--- src/inc/ufx_pkg.sv ---
// Shared constants, states and carriers of the serial transceiver.
package ufx_pkg;

	localparam int unsigned UFX_CORE_MHZ = 100;
	localparam int unsigned UFX_FIFO_DEPTH = 4;
	localparam int unsigned UFX_DATA_W = 8;
	localparam int unsigned UFX_DIV_W = 16;
	localparam int unsigned UFX_FRAC_LSB = 0;
	localparam int unsigned UFX_INT_LSB = 3;
	localparam int unsigned UFX_ACC_W = 17;
	localparam logic [16:0] UFX_TX_STEP = 17'h00008;
	localparam logic [16:0] UFX_RX_STEP = 17'h00010;
	localparam logic [2:0] UFX_LAST_BIT_8 = 3'h7;
	localparam logic [2:0] UFX_LAST_BIT_7 = 3'h6;
	localparam logic [1:0] UFX_SRC_26M = 2'h0;
	localparam logic [1:0] UFX_SRC_13M = 2'h1;
	localparam logic [1:0] UFX_SRC_6M5 = 2'h2;
	localparam logic [1:0] UFX_SRC_3M25 = 2'h3;
	localparam logic [1:0] UFX_PAR_EVEN = 2'h0;
	localparam logic [1:0] UFX_PAR_ODD = 2'h1;
	localparam logic [1:0] UFX_PAR_SPACE = 2'h2;
	localparam logic [1:0] UFX_PAR_MARK = 2'h3;

	typedef struct packed {
		logic [1:0] src_sel;
		logic [15:0] baud_div;
		logic char_length_sel;
		logic par_en;
		logic [1:0] par_mode;
		logic two_stop;
		logic flow_en;
	} ufx_cfg_t;

	typedef struct packed {
		logic missing_stop;
		logic overrun;
		logic parity_err;
	} ufx_err_t;

	typedef enum logic [2:0] {
		UFX_TX_IDLE = 3'h0,
		UFX_TX_START = 3'h1,
		UFX_TX_DATA = 3'h2,
		UFX_TX_PAR = 3'h3,
		UFX_TX_STOP = 3'h4
	} ufx_tx_state_t;

	typedef enum logic [2:0] {
		UFX_RX_IDLE = 3'h0,
		UFX_RX_START = 3'h1,
		UFX_RX_DATA = 3'h2,
		UFX_RX_PAR = 3'h3,
		UFX_RX_STOP = 3'h4
	} ufx_rx_state_t;

endpackage : ufx_pkg

--- src/hw/ufx_top.sv ---
// Serial transceiver with fractional baud generator and transmit/receive queues.
//
// Operation
// - Four selectable sources; line input synchronised
// - Divisor: integer bits 15:3, eighths 2:0
// - Low start bit, then data LSB first
// - Seven or eight data bits, both directions
// - Parity bit after data, before stop
// - One or two high stop bits
// - Next frame at once, else idle high
// - Odd, even, mark, space generated and checked
// - Parity code: even 0, odd 1, space 2, mark 3
// - Transmit and receive queues hold four bytes
// - Data write pushes byte into transmit queue
// - Load shifter only when empty, send frame
// - Transmit empty after full frame, nothing queued
// - Interrupt when flag and its mask set
// - Frame begins on valid start, sampled per bit
// - Second stop bit ignored by receiver
// - First stop queues character, sets not-empty
// - Missing stop flag when stop position low
// - Overrun when character ends, queue full; with flow control, holding stage also full
// - Parity error flag on mismatching parity bit
// - Flow control only while its enable set
// - Queue full: raise ready-to-send, hold frame
// - Start only while clear-to-send low
`timescale 1ns/1ps
`default_nettype none

// ****************************************
// Queue
// ****************************************
module ufx_fifo #(
	parameter int unsigned WIDTH = 8,
	parameter int unsigned DEPTH = 4
) (
	input wire logic core_clk, // Core clock
	input wire logic rst_b, // Async reset, low
	input wire logic in_valid, // Write request
	output logic in_ready, // Space free
	input wire logic [WIDTH-1:0] in_data, // Write data
	output logic out_valid, // Entry present
	input wire logic out_ready, // Pop request
	output logic [WIDTH-1:0] out_data // Oldest entry
);
	localparam int unsigned AW = (DEPTH > 1) ? $clog2(DEPTH) : 1;

	logic [WIDTH-1:0] mem_ff [DEPTH];
	logic [AW-1:0] wr_ptr_ff;
	logic [AW-1:0] rd_ptr_ff;
	logic [AW:0] count_ff;
	logic push;
	logic pop;

	assign in_ready = (count_ff != (AW+1)'(DEPTH));
	assign out_valid = (count_ff != '0);
	assign push = in_valid & in_ready;
	assign pop = out_valid & out_ready;
	assign out_data = mem_ff[rd_ptr_ff];

	function automatic logic [AW-1:0] ptr_inc(input logic [AW-1:0] p);
		ptr_inc = (p == (AW)'(DEPTH - 1)) ? '0 : p + 1'b1;
	endfunction : ptr_inc

	always_ff @(posedge core_clk) begin
		if (push) begin
			mem_ff[wr_ptr_ff] <= in_data;
		end
	end

	always_ff @(posedge core_clk or negedge rst_b) begin
		if (!rst_b) begin
			wr_ptr_ff <= '0;
			rd_ptr_ff <= '0;
			count_ff <= '0;
		end else begin
			if (push) begin
				wr_ptr_ff <= ptr_inc(wr_ptr_ff);
			end
			if (pop) begin
				rd_ptr_ff <= ptr_inc(rd_ptr_ff);
			end
			count_ff <= count_ff + (AW+1)'(push) - (AW+1)'(pop);
		end
	end
endmodule : ufx_fifo

// ****************************************
// Transceiver
// ****************************************
module ufx_top import ufx_pkg::*; #(
	parameter int unsigned DEPTH = UFX_FIFO_DEPTH
) (
	input wire logic core_clk, // 100 MHz core clock
	input wire logic rst_b, // Async reset, low
	input wire ufx_cfg_t cfg, // Framing, rate, flow setup
	input wire logic tx_wr, // Push byte, one cycle
	input wire logic [7:0] tx_byte, // Byte to send
	output logic tx_not_full, // Transmit queue has room
	output logic tx_empty, // Queue and shifter idle
	input wire logic rx_rd, // Pop byte, one cycle
	output logic [7:0] rx_byte, // Oldest received byte
	output logic rx_not_empty, // Receive queue has data
	output ufx_err_t err_flags, // Sticky receive errors
	input wire ufx_err_t err_clr, // Clear errors, one cycle
	input wire logic [1:0] tx_mask, // {empty, not_full}
	input wire logic [3:0] rx_mask, // {err flags, not_empty}
	output logic irq, // Interrupt, high
	input wire logic rxd, // Serial in
	output logic txd, // Serial out
	input wire logic cts, // Clear to send, low = go
	output logic rts // Ready to send, high = stop
);
	// ****************************************
	// Helpers
	// ****************************************
	function automatic logic par_bit(input logic [7:0] d, input ufx_cfg_t c);
		logic [7:0] m;
		m = c.char_length_sel ? {1'b0, d[6:0]} : d;
		case (c.par_mode)
			UFX_PAR_EVEN: par_bit = ^m;
			UFX_PAR_ODD: par_bit = ~^m;
			UFX_PAR_SPACE: par_bit = 1'b0;
			default: par_bit = 1'b1;
		endcase
	endfunction : par_bit

	// Accumulates eighths of a source tick; carry out marks a period
	function automatic logic [17:0] baud_step(input logic [16:0] acc, input logic [16:0] step,
			input logic [15:0] div);
		logic [16:0] sum;
		sum = acc + step;
		if (sum >= {1'b0, div}) begin
			baud_step = {1'b1, sum - {1'b0, div}};
		end else begin
			baud_step = {1'b0, sum};
		end
	endfunction : baud_step

	// ****************************************
	// Clock source and baud ticks
	// ****************************************
	logic [2:0] presc_ff;
	logic [2:0] src_mask;
	logic src_tick;
	logic [16:0] tx_acc_ff;
	logic [16:0] rx_acc_ff;
	logic [17:0] tx_bs;
	logic [17:0] rx_bs;

	always_comb begin
		case (cfg.src_sel)
			UFX_SRC_26M: src_mask = 3'h0;
			UFX_SRC_13M: src_mask = 3'h1;
			UFX_SRC_6M5: src_mask = 3'h3;
			default: src_mask = 3'h7;
		endcase
	end
	assign src_tick = ((presc_ff & src_mask) == 3'h0);

	always_ff @(posedge core_clk or negedge rst_b) begin
		if (!rst_b) begin
			presc_ff <= 3'h0;
		end else begin
			presc_ff <= presc_ff + 3'h1;
		end
	end

	assign tx_bs = baud_step(tx_acc_ff, UFX_TX_STEP, cfg.baud_div);
	assign rx_bs = baud_step(rx_acc_ff, UFX_RX_STEP, cfg.baud_div);

	// ****************************************
	// Transmit path
	// ****************************************
	ufx_tx_state_t tx_state_ff;
	logic [7:0] tx_shift_ff;
	logic [2:0] tx_bit_ff;
	logic tx_par_ff;
	logic tx_stop_ff;
	logic txd_ff;
	logic tx_tick;
	logic tx_last_stop;
	logic cts_ok;
	logic tx_load;
	logic txf_valid;
	logic [7:0] txf_data;
	logic [2:0] tx_last_bit;

	ufx_fifo #(.WIDTH(UFX_DATA_W), .DEPTH(DEPTH)) u_txq (
		.core_clk(core_clk),
		.rst_b(rst_b),
		.in_valid(tx_wr),
		.in_ready(tx_not_full),
		.in_data(tx_byte),
		.out_valid(txf_valid),
		.out_ready(tx_load),
		.out_data(txf_data)
	);

	assign tx_tick = src_tick & tx_bs[17] & (tx_state_ff != UFX_TX_IDLE);
	assign tx_last_stop = ~cfg.two_stop | tx_stop_ff;
	assign cts_ok = ~cfg.flow_en | ~cts;
	assign tx_last_bit = cfg.char_length_sel ? UFX_LAST_BIT_7 : UFX_LAST_BIT_8;
	// Loads only with the shifter free; back-to-back from the last stop bit
	assign tx_load = txf_valid & cts_ok & ((tx_state_ff == UFX_TX_IDLE) |
		((tx_state_ff == UFX_TX_STOP) & tx_tick & tx_last_stop));
	assign tx_empty = ~txf_valid & (tx_state_ff == UFX_TX_IDLE);
	assign txd = txd_ff;

	always_ff @(posedge core_clk or negedge rst_b) begin
		if (!rst_b) begin
			tx_acc_ff <= 17'h00000;
		end else if (tx_state_ff == UFX_TX_IDLE || tx_load) begin
			tx_acc_ff <= 17'h00000;
		end else if (src_tick) begin
			tx_acc_ff <= tx_bs[16:0];
		end
	end

	always_ff @(posedge core_clk or negedge rst_b) begin
		if (!rst_b) begin
			tx_state_ff <= UFX_TX_IDLE;
			tx_shift_ff <= 8'h00;
			tx_bit_ff <= 3'h0;
			tx_par_ff <= 1'b0;
			tx_stop_ff <= 1'b0;
			txd_ff <= 1'b1;
		end else if (tx_load) begin
			tx_state_ff <= UFX_TX_START;
			tx_shift_ff <= txf_data;
			tx_par_ff <= par_bit(txf_data, cfg);
			txd_ff <= 1'b0;
		end else if (tx_tick) begin
			case (tx_state_ff)
				UFX_TX_START: begin
					tx_state_ff <= UFX_TX_DATA;
					txd_ff <= tx_shift_ff[0];
					tx_shift_ff <= {1'b0, tx_shift_ff[7:1]};
					tx_bit_ff <= 3'h0;
				end
				UFX_TX_DATA: begin
					if (tx_bit_ff == tx_last_bit) begin
						tx_stop_ff <= 1'b0;
						if (cfg.par_en) begin
							tx_state_ff <= UFX_TX_PAR;
							txd_ff <= tx_par_ff;
						end else begin
							tx_state_ff <= UFX_TX_STOP;
							txd_ff <= 1'b1;
						end
					end else begin
						tx_bit_ff <= tx_bit_ff + 3'h1;
						txd_ff <= tx_shift_ff[0];
						tx_shift_ff <= {1'b0, tx_shift_ff[7:1]};
					end
				end
				UFX_TX_PAR: begin
					tx_state_ff <= UFX_TX_STOP;
					txd_ff <= 1'b1;
				end
				UFX_TX_STOP: begin
					if (tx_last_stop) begin
						tx_state_ff <= UFX_TX_IDLE;
					end else begin
						tx_stop_ff <= 1'b1;
					end
				end
				default: begin
					tx_state_ff <= UFX_TX_IDLE;
					txd_ff <= 1'b1;
				end
			endcase
		end
	end

	// ****************************************
	// Receive path
	// ****************************************
	ufx_rx_state_t rx_state_ff;
	logic rxd_meta_ff;
	logic rxd_s_ff;
	logic rx_phase_ff;
	logic [7:0] rx_shift_ff;
	logic [2:0] rx_bit_ff;
	logic rx_parbit_ff;
	logic rx_half;
	logic rx_samp;
	logic frame_done;
	logic [7:0] rx_char;
	logic pend_valid_ff;
	logic [7:0] pend_data_ff;
	logic rxf_in_ready;
	logic ovr_set;
	ufx_err_t err_ff;

	always_ff @(posedge core_clk or negedge rst_b) begin
		if (!rst_b) begin
			rxd_meta_ff <= 1'b1;
			rxd_s_ff <= 1'b1;
		end else begin
			rxd_meta_ff <= rxd;
			rxd_s_ff <= rxd_meta_ff;
		end
	end

	// Half-bit ticks: odd ones land on bit centres
	assign rx_half = src_tick & rx_bs[17] & (rx_state_ff != UFX_RX_IDLE);
	assign rx_samp = rx_half & rx_phase_ff;
	assign frame_done = rx_samp & (rx_state_ff == UFX_RX_STOP);
	assign rx_char = cfg.char_length_sel ? {1'b0, rx_shift_ff[7:1]} : rx_shift_ff;

	always_ff @(posedge core_clk or negedge rst_b) begin
		if (!rst_b) begin
			rx_acc_ff <= 17'h00000;
		end else if (rx_state_ff == UFX_RX_IDLE) begin
			rx_acc_ff <= 17'h00000;
		end else if (src_tick) begin
			rx_acc_ff <= rx_bs[16:0];
		end
	end

	always_ff @(posedge core_clk or negedge rst_b) begin
		if (!rst_b) begin
			rx_state_ff <= UFX_RX_IDLE;
			rx_phase_ff <= 1'b0;
			rx_shift_ff <= 8'h00;
			rx_bit_ff <= 3'h0;
			rx_parbit_ff <= 1'b0;
		end else begin
			if (rx_half) begin
				rx_phase_ff <= ~rx_phase_ff;
			end
			case (rx_state_ff)
				UFX_RX_IDLE: begin
					rx_phase_ff <= 1'b0;
					if (!rxd_s_ff) begin
						rx_state_ff <= UFX_RX_START;
					end
				end
				UFX_RX_START: begin
					if (rx_half) begin
						rx_phase_ff <= 1'b0;
						rx_bit_ff <= 3'h0;
						// A glitch shorter than half a bit is not a start
						rx_state_ff <= rxd_s_ff ? UFX_RX_IDLE : UFX_RX_DATA;
					end
				end
				UFX_RX_DATA: begin
					if (rx_samp) begin
						rx_shift_ff <= {rxd_s_ff, rx_shift_ff[7:1]};
						rx_bit_ff <= rx_bit_ff + 3'h1;
						if (rx_bit_ff == tx_last_bit) begin
							rx_state_ff <= cfg.par_en ? UFX_RX_PAR : UFX_RX_STOP;
						end
					end
				end
				UFX_RX_PAR: begin
					if (rx_samp) begin
						rx_parbit_ff <= rxd_s_ff;
						rx_state_ff <= UFX_RX_STOP;
					end
				end
				UFX_RX_STOP: begin
					if (rx_samp) begin
						rx_state_ff <= UFX_RX_IDLE;
					end
				end
				default: rx_state_ff <= UFX_RX_IDLE;
			endcase
		end
	end

	// With flow control, the holding stage stands in for the receive shifter while the queue is full
	assign ovr_set = frame_done & ((~cfg.flow_en & ~rxf_in_ready) |
		(pend_valid_ff & ~rxf_in_ready));

	always_ff @(posedge core_clk or negedge rst_b) begin
		if (!rst_b) begin
			pend_valid_ff <= 1'b0;
			pend_data_ff <= 8'h00;
		end else if (frame_done && !ovr_set) begin
			pend_valid_ff <= 1'b1;
			pend_data_ff <= rx_char;
		end else if (rxf_in_ready) begin
			pend_valid_ff <= 1'b0;
		end
	end

	ufx_fifo #(.WIDTH(UFX_DATA_W), .DEPTH(DEPTH)) u_rxq (
		.core_clk(core_clk),
		.rst_b(rst_b),
		.in_valid(pend_valid_ff),
		.in_ready(rxf_in_ready),
		.in_data(pend_data_ff),
		.out_valid(rx_not_empty),
		.out_ready(rx_rd),
		.out_data(rx_byte)
	);

	// Set beats clear in the same cycle
	always_ff @(posedge core_clk or negedge rst_b) begin
		if (!rst_b) begin
			err_ff <= '0;
		end else begin
			err_ff.missing_stop <= (err_ff.missing_stop & ~err_clr.missing_stop) |
				(frame_done & ~rxd_s_ff);
			err_ff.overrun <= (err_ff.overrun & ~err_clr.overrun) | ovr_set;
			err_ff.parity_err <= (err_ff.parity_err & ~err_clr.parity_err) |
				(frame_done & cfg.par_en & (rx_parbit_ff != par_bit(rx_char, cfg)));
		end
	end
	assign err_flags = err_ff;

	always_ff @(posedge core_clk or negedge rst_b) begin
		if (!rst_b) begin
			rts <= 1'b0;
		end else begin
			rts <= cfg.flow_en & ~rxf_in_ready;
		end
	end

	assign irq = (|({tx_empty, tx_not_full} & tx_mask)) |
		(|({err_ff, rx_not_empty} & rx_mask));
endmodule : ufx_top

`default_nettype wire

--- config.mk ---
export PLATFORM = sky130hd
export DESIGN_NAME = ufx_top
export DESIGN_NICKNAME = d
export VERILOG_FILES = /design/src/inc/ufx_pkg.sv /design/src/hw/ufx_top.sv
export SDC_FILE = /design/constraint.sdc
export NUM_CORES = 1
export LEC_CHECK = 0
export BUFFER_PORTS_ARGS = -buffer_cell sky130_fd_sc_hd__buf_4
export CORE_MARGIN = 5
export CORE_UTILIZATION = 55
export CTS_CLUSTER_SIZE = 8
export DETAILED_ROUTE_END_ITERATION = 10
export GPL_ROUTABILITY_DRIVEN = 0
export PLACE_DENSITY = 0.73
export SYNTH_ARGS = -nofsm -noshare
export SYNTH_HDL_FRONTEND = slang
export SYNTH_HIERARCHICAL = 1
export SYNTH_SLANG_ARGS = --single-unit
--- constraint.sdc ---
create_clock -name core_clk -period 7.6 [get_ports core_clk]
set_input_delay 0 -clock core_clk [delete_from_list [all_inputs] [get_ports core_clk]]
set_output_delay 0 -clock core_clk [all_outputs]
set_load 0.01 [all_outputs]
==> Word-level counts from Yosys, hierarchy flattened <==
Memories as Yosys holds them, arrays and structs flattened.
Cells that the tools add are included.
{ "totals": {"input_bits": 47, "reg_bits": 99, "mem_bits_rw": 64, "mem_count": 2, "elab_cells": 220} }
{ "mem_list": {"columns": ["memory", "words", "width", "rd", "rd_clocked_by_memory_dff", "wr", "line_no", "text"], "rows": [
  ["u_rxq.mem_ff", 4, 8, 1, 0, 1, "ufx_top.sv:48", "logic [WIDTH-1:0] mem_ff [DEPTH];"],
  ["u_txq.mem_ff", 4, 8, 1, 0, 1, "ufx_top.sv:48", null]
]} }
{ "classes": {"n_addsub": 15, "eq_ne": 34, "magnitude_cmp": 2, "bitwise": 47, "mux": 57, "n_reduce_logical": 35} }
{ "op_table": {"columns": ["op", "n"], "rows": [
  ["17-bit 2-to-1 mux", 4],
  ["8-bit 2-to-1 mux", 6],
  ["3-bit 2-to-1 mux", 14],
  ["18-bit 2-to-1 mux", 2],
  ["17-bit by 16-bit greater-or-equal comparator with 1-bit output", 2],
  ["17-bit by 16-bit subtractor with 17-bit output", 2],
  ["1-bit bitwise AND", 25],
  ["2-bit != test (second input constant)", 10],
  ["17-bit by 4-bit adder with 17-bit output (second input constant)", 1],
  ["17-bit by 5-bit adder with 17-bit output (second input constant)", 1],
  ["8-bit one-hot mux with 2 select lines", 1],
  ["8-bit XNOR reduction", 2],
  ["8-bit parity", 2],
  ["1-bit 2-to-1 mux", 15],
  ["3-bit != test (second input constant)", 5],
  ["3-bit one-hot mux with 5 select lines", 1],
  ["3-bit nonzero test", 5],
  ["2-bit nonzero test", 7],
  ["2-bit == test (second input constant)", 6],
  ["3-bit by 2-bit == test with 1-bit output (second input constant)", 4],
  ["3-bit one-hot mux with 2 select lines", 2],
  ["3-bit one-hot mux with 4 select lines", 1],
  ["1-bit NOT", 11],
  ["2-bit 2-to-1 mux", 5],
  ["other kinds (28)", 56]
]} }

==> Depth between registers and ports, before layout <==
{ "logic_depth": {"depth_word": 12, "mapped_depth": 24} }

==> Modules after synthesis <==
Netlist, hierarchy kept.
{ "by_module_without_submodules": {"columns": ["mod", "area_each_um2", "n_inst", "cells_per_inst"], "rows": [
  ["ufx_top", 6397.4, 1, 737],
  ["ufx_fifo at u_txq", 1652.8, 1, 85],
  ["ufx_fifo at u_rxq", 1599.0, 1, 80]
]} }

==> Worst setup path before layout <==
No wires, ideal clock.
{ "synth_path": {"path_kind": "register to register", "from": "register tx_acc_ff[3]", "to": "register u_txq.count_ff[2]", "t_arrival_ns": 4.457, "slack_ns": 3.010, "stages_incl_launch_ff": 25, "required_time_ns": 7.467, "period_less_slack_ns": 4.590, "setup_ns": 0.133, "cell_sequence": "dfrtp_1 ha_1 inv_1 or3_1 nor2_1 xor2_1 ha_1 and3_4 nand2_1 nor4_1 a2111oi_2 and2_1 buf_6 o31a_4 clkinv_4 buf_8 o31ai_4 inv_1 ha_1 inv_1 ha_1 inv_1 fa_1 xnor2_1 xnor2_1"} }
{ "synth_via": {"elab_chain_len": 11} }
{ "synth_rtl": {"columns": ["element", "line_no", "text"], "rows": [
  ["start, declared", "ufx_top.sv:146", "logic [16:0] tx_acc_ff;"],
  ["start signal, assigned", "ufx_top.sv:216", "tx_acc_ff <= tx_bs[16:0];"],
  ["17-bit by 4-bit adder with 17-bit output", "ufx_top.sv:132", "sum = acc + step;"],
  ["17-bit by 16-bit greater-or-equal comparator with 1-bit output", "ufx_top.sv:133", "if (sum >= {1'b0, div}) begin"],
  ["18-bit 2-to-1 mux", "ufx_top.sv:133", null],
  ["1-bit bitwise AND (2 in series)", "ufx_top.sv:200", "assign tx_tick = src_tick & tx_bs[17] & (tx_state_ff != UFX_TX_IDLE);"],
  ["1-bit bitwise AND (2 in series)", "ufx_top.sv:206", "((tx_state_ff == UFX_TX_STOP) & tx_tick & tx_last_stop));"],
  ["1-bit OR", "ufx_top.sv:205", "assign tx_load = txf_valid & cts_ok & ((tx_state_ff == UFX_TX_IDLE) |"],
  ["1-bit bitwise AND", "ufx_top.sv:205", null],
  ["net tx_load", "ufx_top.sv:184", "logic tx_load;"],
  ["1-bit bitwise AND", "ufx_top.sv:58", "assign pop = out_valid & out_ready;"],
  ["net u_txq.pop", "ufx_top.sv:53", "logic pop;"],
  ["3-bit by 1-bit subtractor with 3-bit output", "ufx_top.sv:83", "count_ff <= count_ff + (AW+1)'(push) - (AW+1)'(pop);"],
  ["end signal, assigned", "ufx_top.sv:83", null],
  ["end, declared", "ufx_top.sv:51", "logic [AW:0] count_ff;"]
]} }
The timed path passes the listed nets, and every way through them passes these cells.
A chain may end at the register's enable or synchronous reset.

==> Worst setup path in the final report <==
{ "layout_path": {"from": "register tx_acc_ff[3]", "to": "register u_txq.count_ff[2]"} }
{ "layout_via": {"elab_chain_len": 11} }
{ "layout_rtl": {"columns": ["element", "line_no"], "rows": [
  ["17-bit by 4-bit adder with 17-bit output", "ufx_top.sv:132"],
  ["17-bit by 16-bit greater-or-equal comparator with 1-bit output", "ufx_top.sv:133"],
  ["18-bit 2-to-1 mux", "ufx_top.sv:133"],
  ["1-bit bitwise AND (2 in series)", "ufx_top.sv:200"],
  ["1-bit bitwise AND (2 in series)", "ufx_top.sv:206"],
  ["1-bit OR", "ufx_top.sv:205"],
  ["1-bit bitwise AND", "ufx_top.sv:205"],
  ["1-bit bitwise AND", "ufx_top.sv:58"],
  ["net u_txq.pop", "ufx_top.sv:53"],
  ["3-bit by 1-bit subtractor with 3-bit output", "ufx_top.sv:83"]
]} }
The timed path passes the listed nets, and every way through them passes these cells.

==> results.json <==
{
  "outcome": "finished, final reports clean",
  "hold_violations": 0,
  "path_clk_slew_ns": 0.07,
  "hp-class": "input port to asynchronous set/reset pin",
  "track_usage": 0.210,
  "layout_commonest_cell": "dfrtp_1",
  "syn_area_um2": 9650,
  "crit_fanout": 15,
  "crit_chain": "ha_1, inv_1, or3_1, nor2_1, xor2_1, ha_1, and3_4, nand2_1, nor4_1, a2111oi_2, and2_1, o31a_4, clkinv_4, o31ai_4, inv_1, ha_1, inv_1, ha_1, inv_1, fa_1, xnor2_1, xnor2_1",
  "ys_ff_latch": 163,
  "critPathArrivalTime_ns": 5.76,
  "synth_fp_nets": 1006,
  "max_freq_mhz": 184,
  "wl_um": 20500,
  "dominantRegCellSynth": "dfrtp_1",
  "r2r_slack_ns": 2.17,
  "dp_hpwl_um": 14800,
  "synth.avg_cell_area_um2": 10.7,
  "ir_worst_vdd_mv": 0.214,
  "critical_path.max_stage_delay_ns": 0.60,
  "syn2layout_area_growth_pct": 14.5,
  "drive_above_1_share": 0.156,
  "numCtsBuffers": 17,
  "initial_utilization": 0.560,
  "period_share": 0.715,
  "synth_edf_count": 64,
  "clock-sinks": 163,
  "ctsLongestPathBuffers": 2,
  "crit_cells": 22,
  "crit_buf_inv": 5,
  "worstSetupEndpoint": "u_txq/count_ff[2]$_DFF_PN0_",
  "crit_family": "simple AND/OR/NAND/NOR gates",
  "crit_type": "register to register",
  "first_pass_iters": 5,
  "crit_start": "tx_acc_ff[3]$_DFFE_PN0P_",
  "p_leak_nw": 4.74,
  "final_cell_mix": "96 x dfrtp_1, 69 x nand2_1, 67 x buf_4",
  "drtIter0Drc": 464,
  "r2r.worst_path.cells": 22,
  "slew-limit-headroom": 0.306,
  "core-area_um2": 17200,
  "finalSetupViolCount": 0,
  "grt-ovfl-total": 0,
  "cts_tree": "done",
  "grt_max_degree": 77,
  "ys.warnings.count": 6,
  "port_buffers": 63,
  "setup.worst_path.end_class": "register",
  "startpoint_type": "register",
  "vias": 6976,
  "rsz0062_at_grt": "false",
  "cts_resized": 0,
  "final_area_um2": 11100,
  "synth_top_area_share": 0.249,
  "synth_cell_types": 87,
  "dpl_cell_area_um2": 10200,
  "avgViaCountPerCell": 5.76,
  "synthTopCellsByArea": "dfrtp_1 25%, edfxtp_1 20%, ha_1 6.9%, xnor2_1 4.4%, mux4_2 3.7%",
  "grt_pass1_wl_um": 34300,
  "required_ns": 7.93,
  "drc_errors": 0,
  "cts-root-buf": "clkbuf_16",
  "skew_ns": 0.0104,
  "yosysSeqAreaShare": 0.456,
  "ios": 64,
  "fp-row-count": 48,
  "die_y_um": 142,
  "hold-worst-slack_ns": 0.0309,
  "power.density_nw_per_um2": 365,
  "dp_slack_ns": 2.29,
  "setup_slack_ns": 2.17,
  "drtAntennaViolNets": 0,
  "fin_tns_setup_ns": 0,
  "syn_inst": 902,
  "crit_path_top_delay_cell": "a2111oi_2",
  "die_w_um": 142,
  "die_area_um2": 20300,
  "slew_violations": 0,
  "diodes": 0,
  "synth_area_leader_cell": "dfrtp_1",
  "max-cap-violations": 0,
  "wl_per_cell_um": 16.9,
  "finalNetCount": 1077,
  "grt_pass1_vias": 6824,
  "htreeDepth": 4,
  "period_needed_ns": 5.43,
  "worst_pin_slew_ns": 1.04,
  "r2r_end": "u_txq/count_ff[2]$_DFF_PN0_",
  "synthArstFlopShare": 0.607,
  "antenna_found_initial": 0,
  "reg2reg_from": "tx_acc_ff[3]$_DFFE_PN0P_",
  "clock_latency_ns": 0.42
}
## synth_stat cells, types with 8 or more instances
master,n
mux4_2,16
a21o_1,16
edfxtp_1,64
clkbuf_1,21
nand2_1,69
a22oi_1,8
nand3_1,36
nor3_1,21
ha_1,53
nor2_1,44
o21a_1,12
and3_1,13
dfrtp_1,96
xnor2_1,48
nand4_1,12
mux2_2,13
mux2i_1,17
nor2b_1,10
xor2_1,17
a21oi_1,54
inv_1,54
or3_1,9
o21ai_0,56
nand2b_1,13
a211oi_1,9
## how the worst min path moves through the flow
stage,start,end,slack [ns],depth (start not counted)
3_3_place_gp,rst_b,tx_acc_ff[7]$_DFFE_PN0P_,-0.06,1
6_report,rst_b,rx_acc_ff[8]$_DFFE_PN0P_,0.03,2
3_5_place_dp,rst_b,tx_acc_ff[7]$_DFFE_PN0P_,-0.07,1
5_1_grt,cfg[6],rx_acc_ff[0]$_DFFE_PN0P_,0.04,4
2_1_floorplan,rst_b,err_flags[0]$_DFF_PN0_,-0.30,0
4_1_cts,rst_b,rx_acc_ff[6]$_DFFE_PN0P_,0.02,2
## sequential cells by signal (all words and copies together), names as in the netlist, 2 cells and up
register	count
u_rxq/mem_ff	32
u_txq/mem_ff	32
rx_acc_ff	17
tx_acc_ff	17
pend_data_ff	8
rx_shift_ff	8
tx_shift_ff	8
err_flags	3
presc_ff	3
rx_bit_ff	3
rx_state_ff	3
tx_bit_ff	3
tx_state_ff	3
u_rxq/count_ff	3
u_txq/count_ff	3
u_rxq/rd_ptr_ff	2
u_rxq/wr_ptr_ff	2
u_txq/rd_ptr_ff	2
u_txq/wr_ptr_ff	2
## repair_timing
| action | 4_1_cts | 5_1_grt |
|---|---|---|
| hold buffers | 22 | 0 |
| endpoints found under the hold margin | 68 | 0 |
| buffers inserted | 0 | 0 |
## layer usage
layer / GRT usage / up-vias / share of wire
met5: 0 / - / 0
met4: 0.0560 / 0 / 0.016
met3: 0.0336 / 26 / 0.034
met2: 0.343 / 146 / 0.48
met1: 0.295 / 3361 / 0.47
li1: - / 3443 / -
## area by class of cell
type | count | area [um2]
clock buffers | 17 | 425
clock inverters | 15 | 156
fillers | 1326 | 6180
inverters | 55 | 211
multi-input cells | 647 | 4850
flip-flops and latches | 163 | 4400
well taps | 225 | 282
repair buffers | 89 | 723
## kinds of logic after synthesis
kind of cell               Yosys count  share of synthesized area
AOI/OAI and AO/OA                  218                      0.150
xor gates and xnor gates            66                     0.0607
adders and majority gates           57                     0.0770
buffers and inverters               92                     0.0410
DFF                                163                      0.456
muxes                               48                     0.0733
and+or+nand+nor                    258                      0.142
## where the power goes
group	internal, mW	switching [mW]	leakage (nW)
clock network	0.440	0.395	0.285
registers	1.12	0.269	1.84
logic	0.834	0.972	2.61
total	2.40	1.64	4.74
## stage by stage
stage	power [mW]	std cells	util
finish	4.03	1211	0.641
global placement	3.14	1157	0.595
CTS	4.04	1211	0.641
global route	4.33	1211	0.641
floorplan	2.77	902	-
detailed placement	3.18	1157	0.595
(Power assumes the default switching activity.)
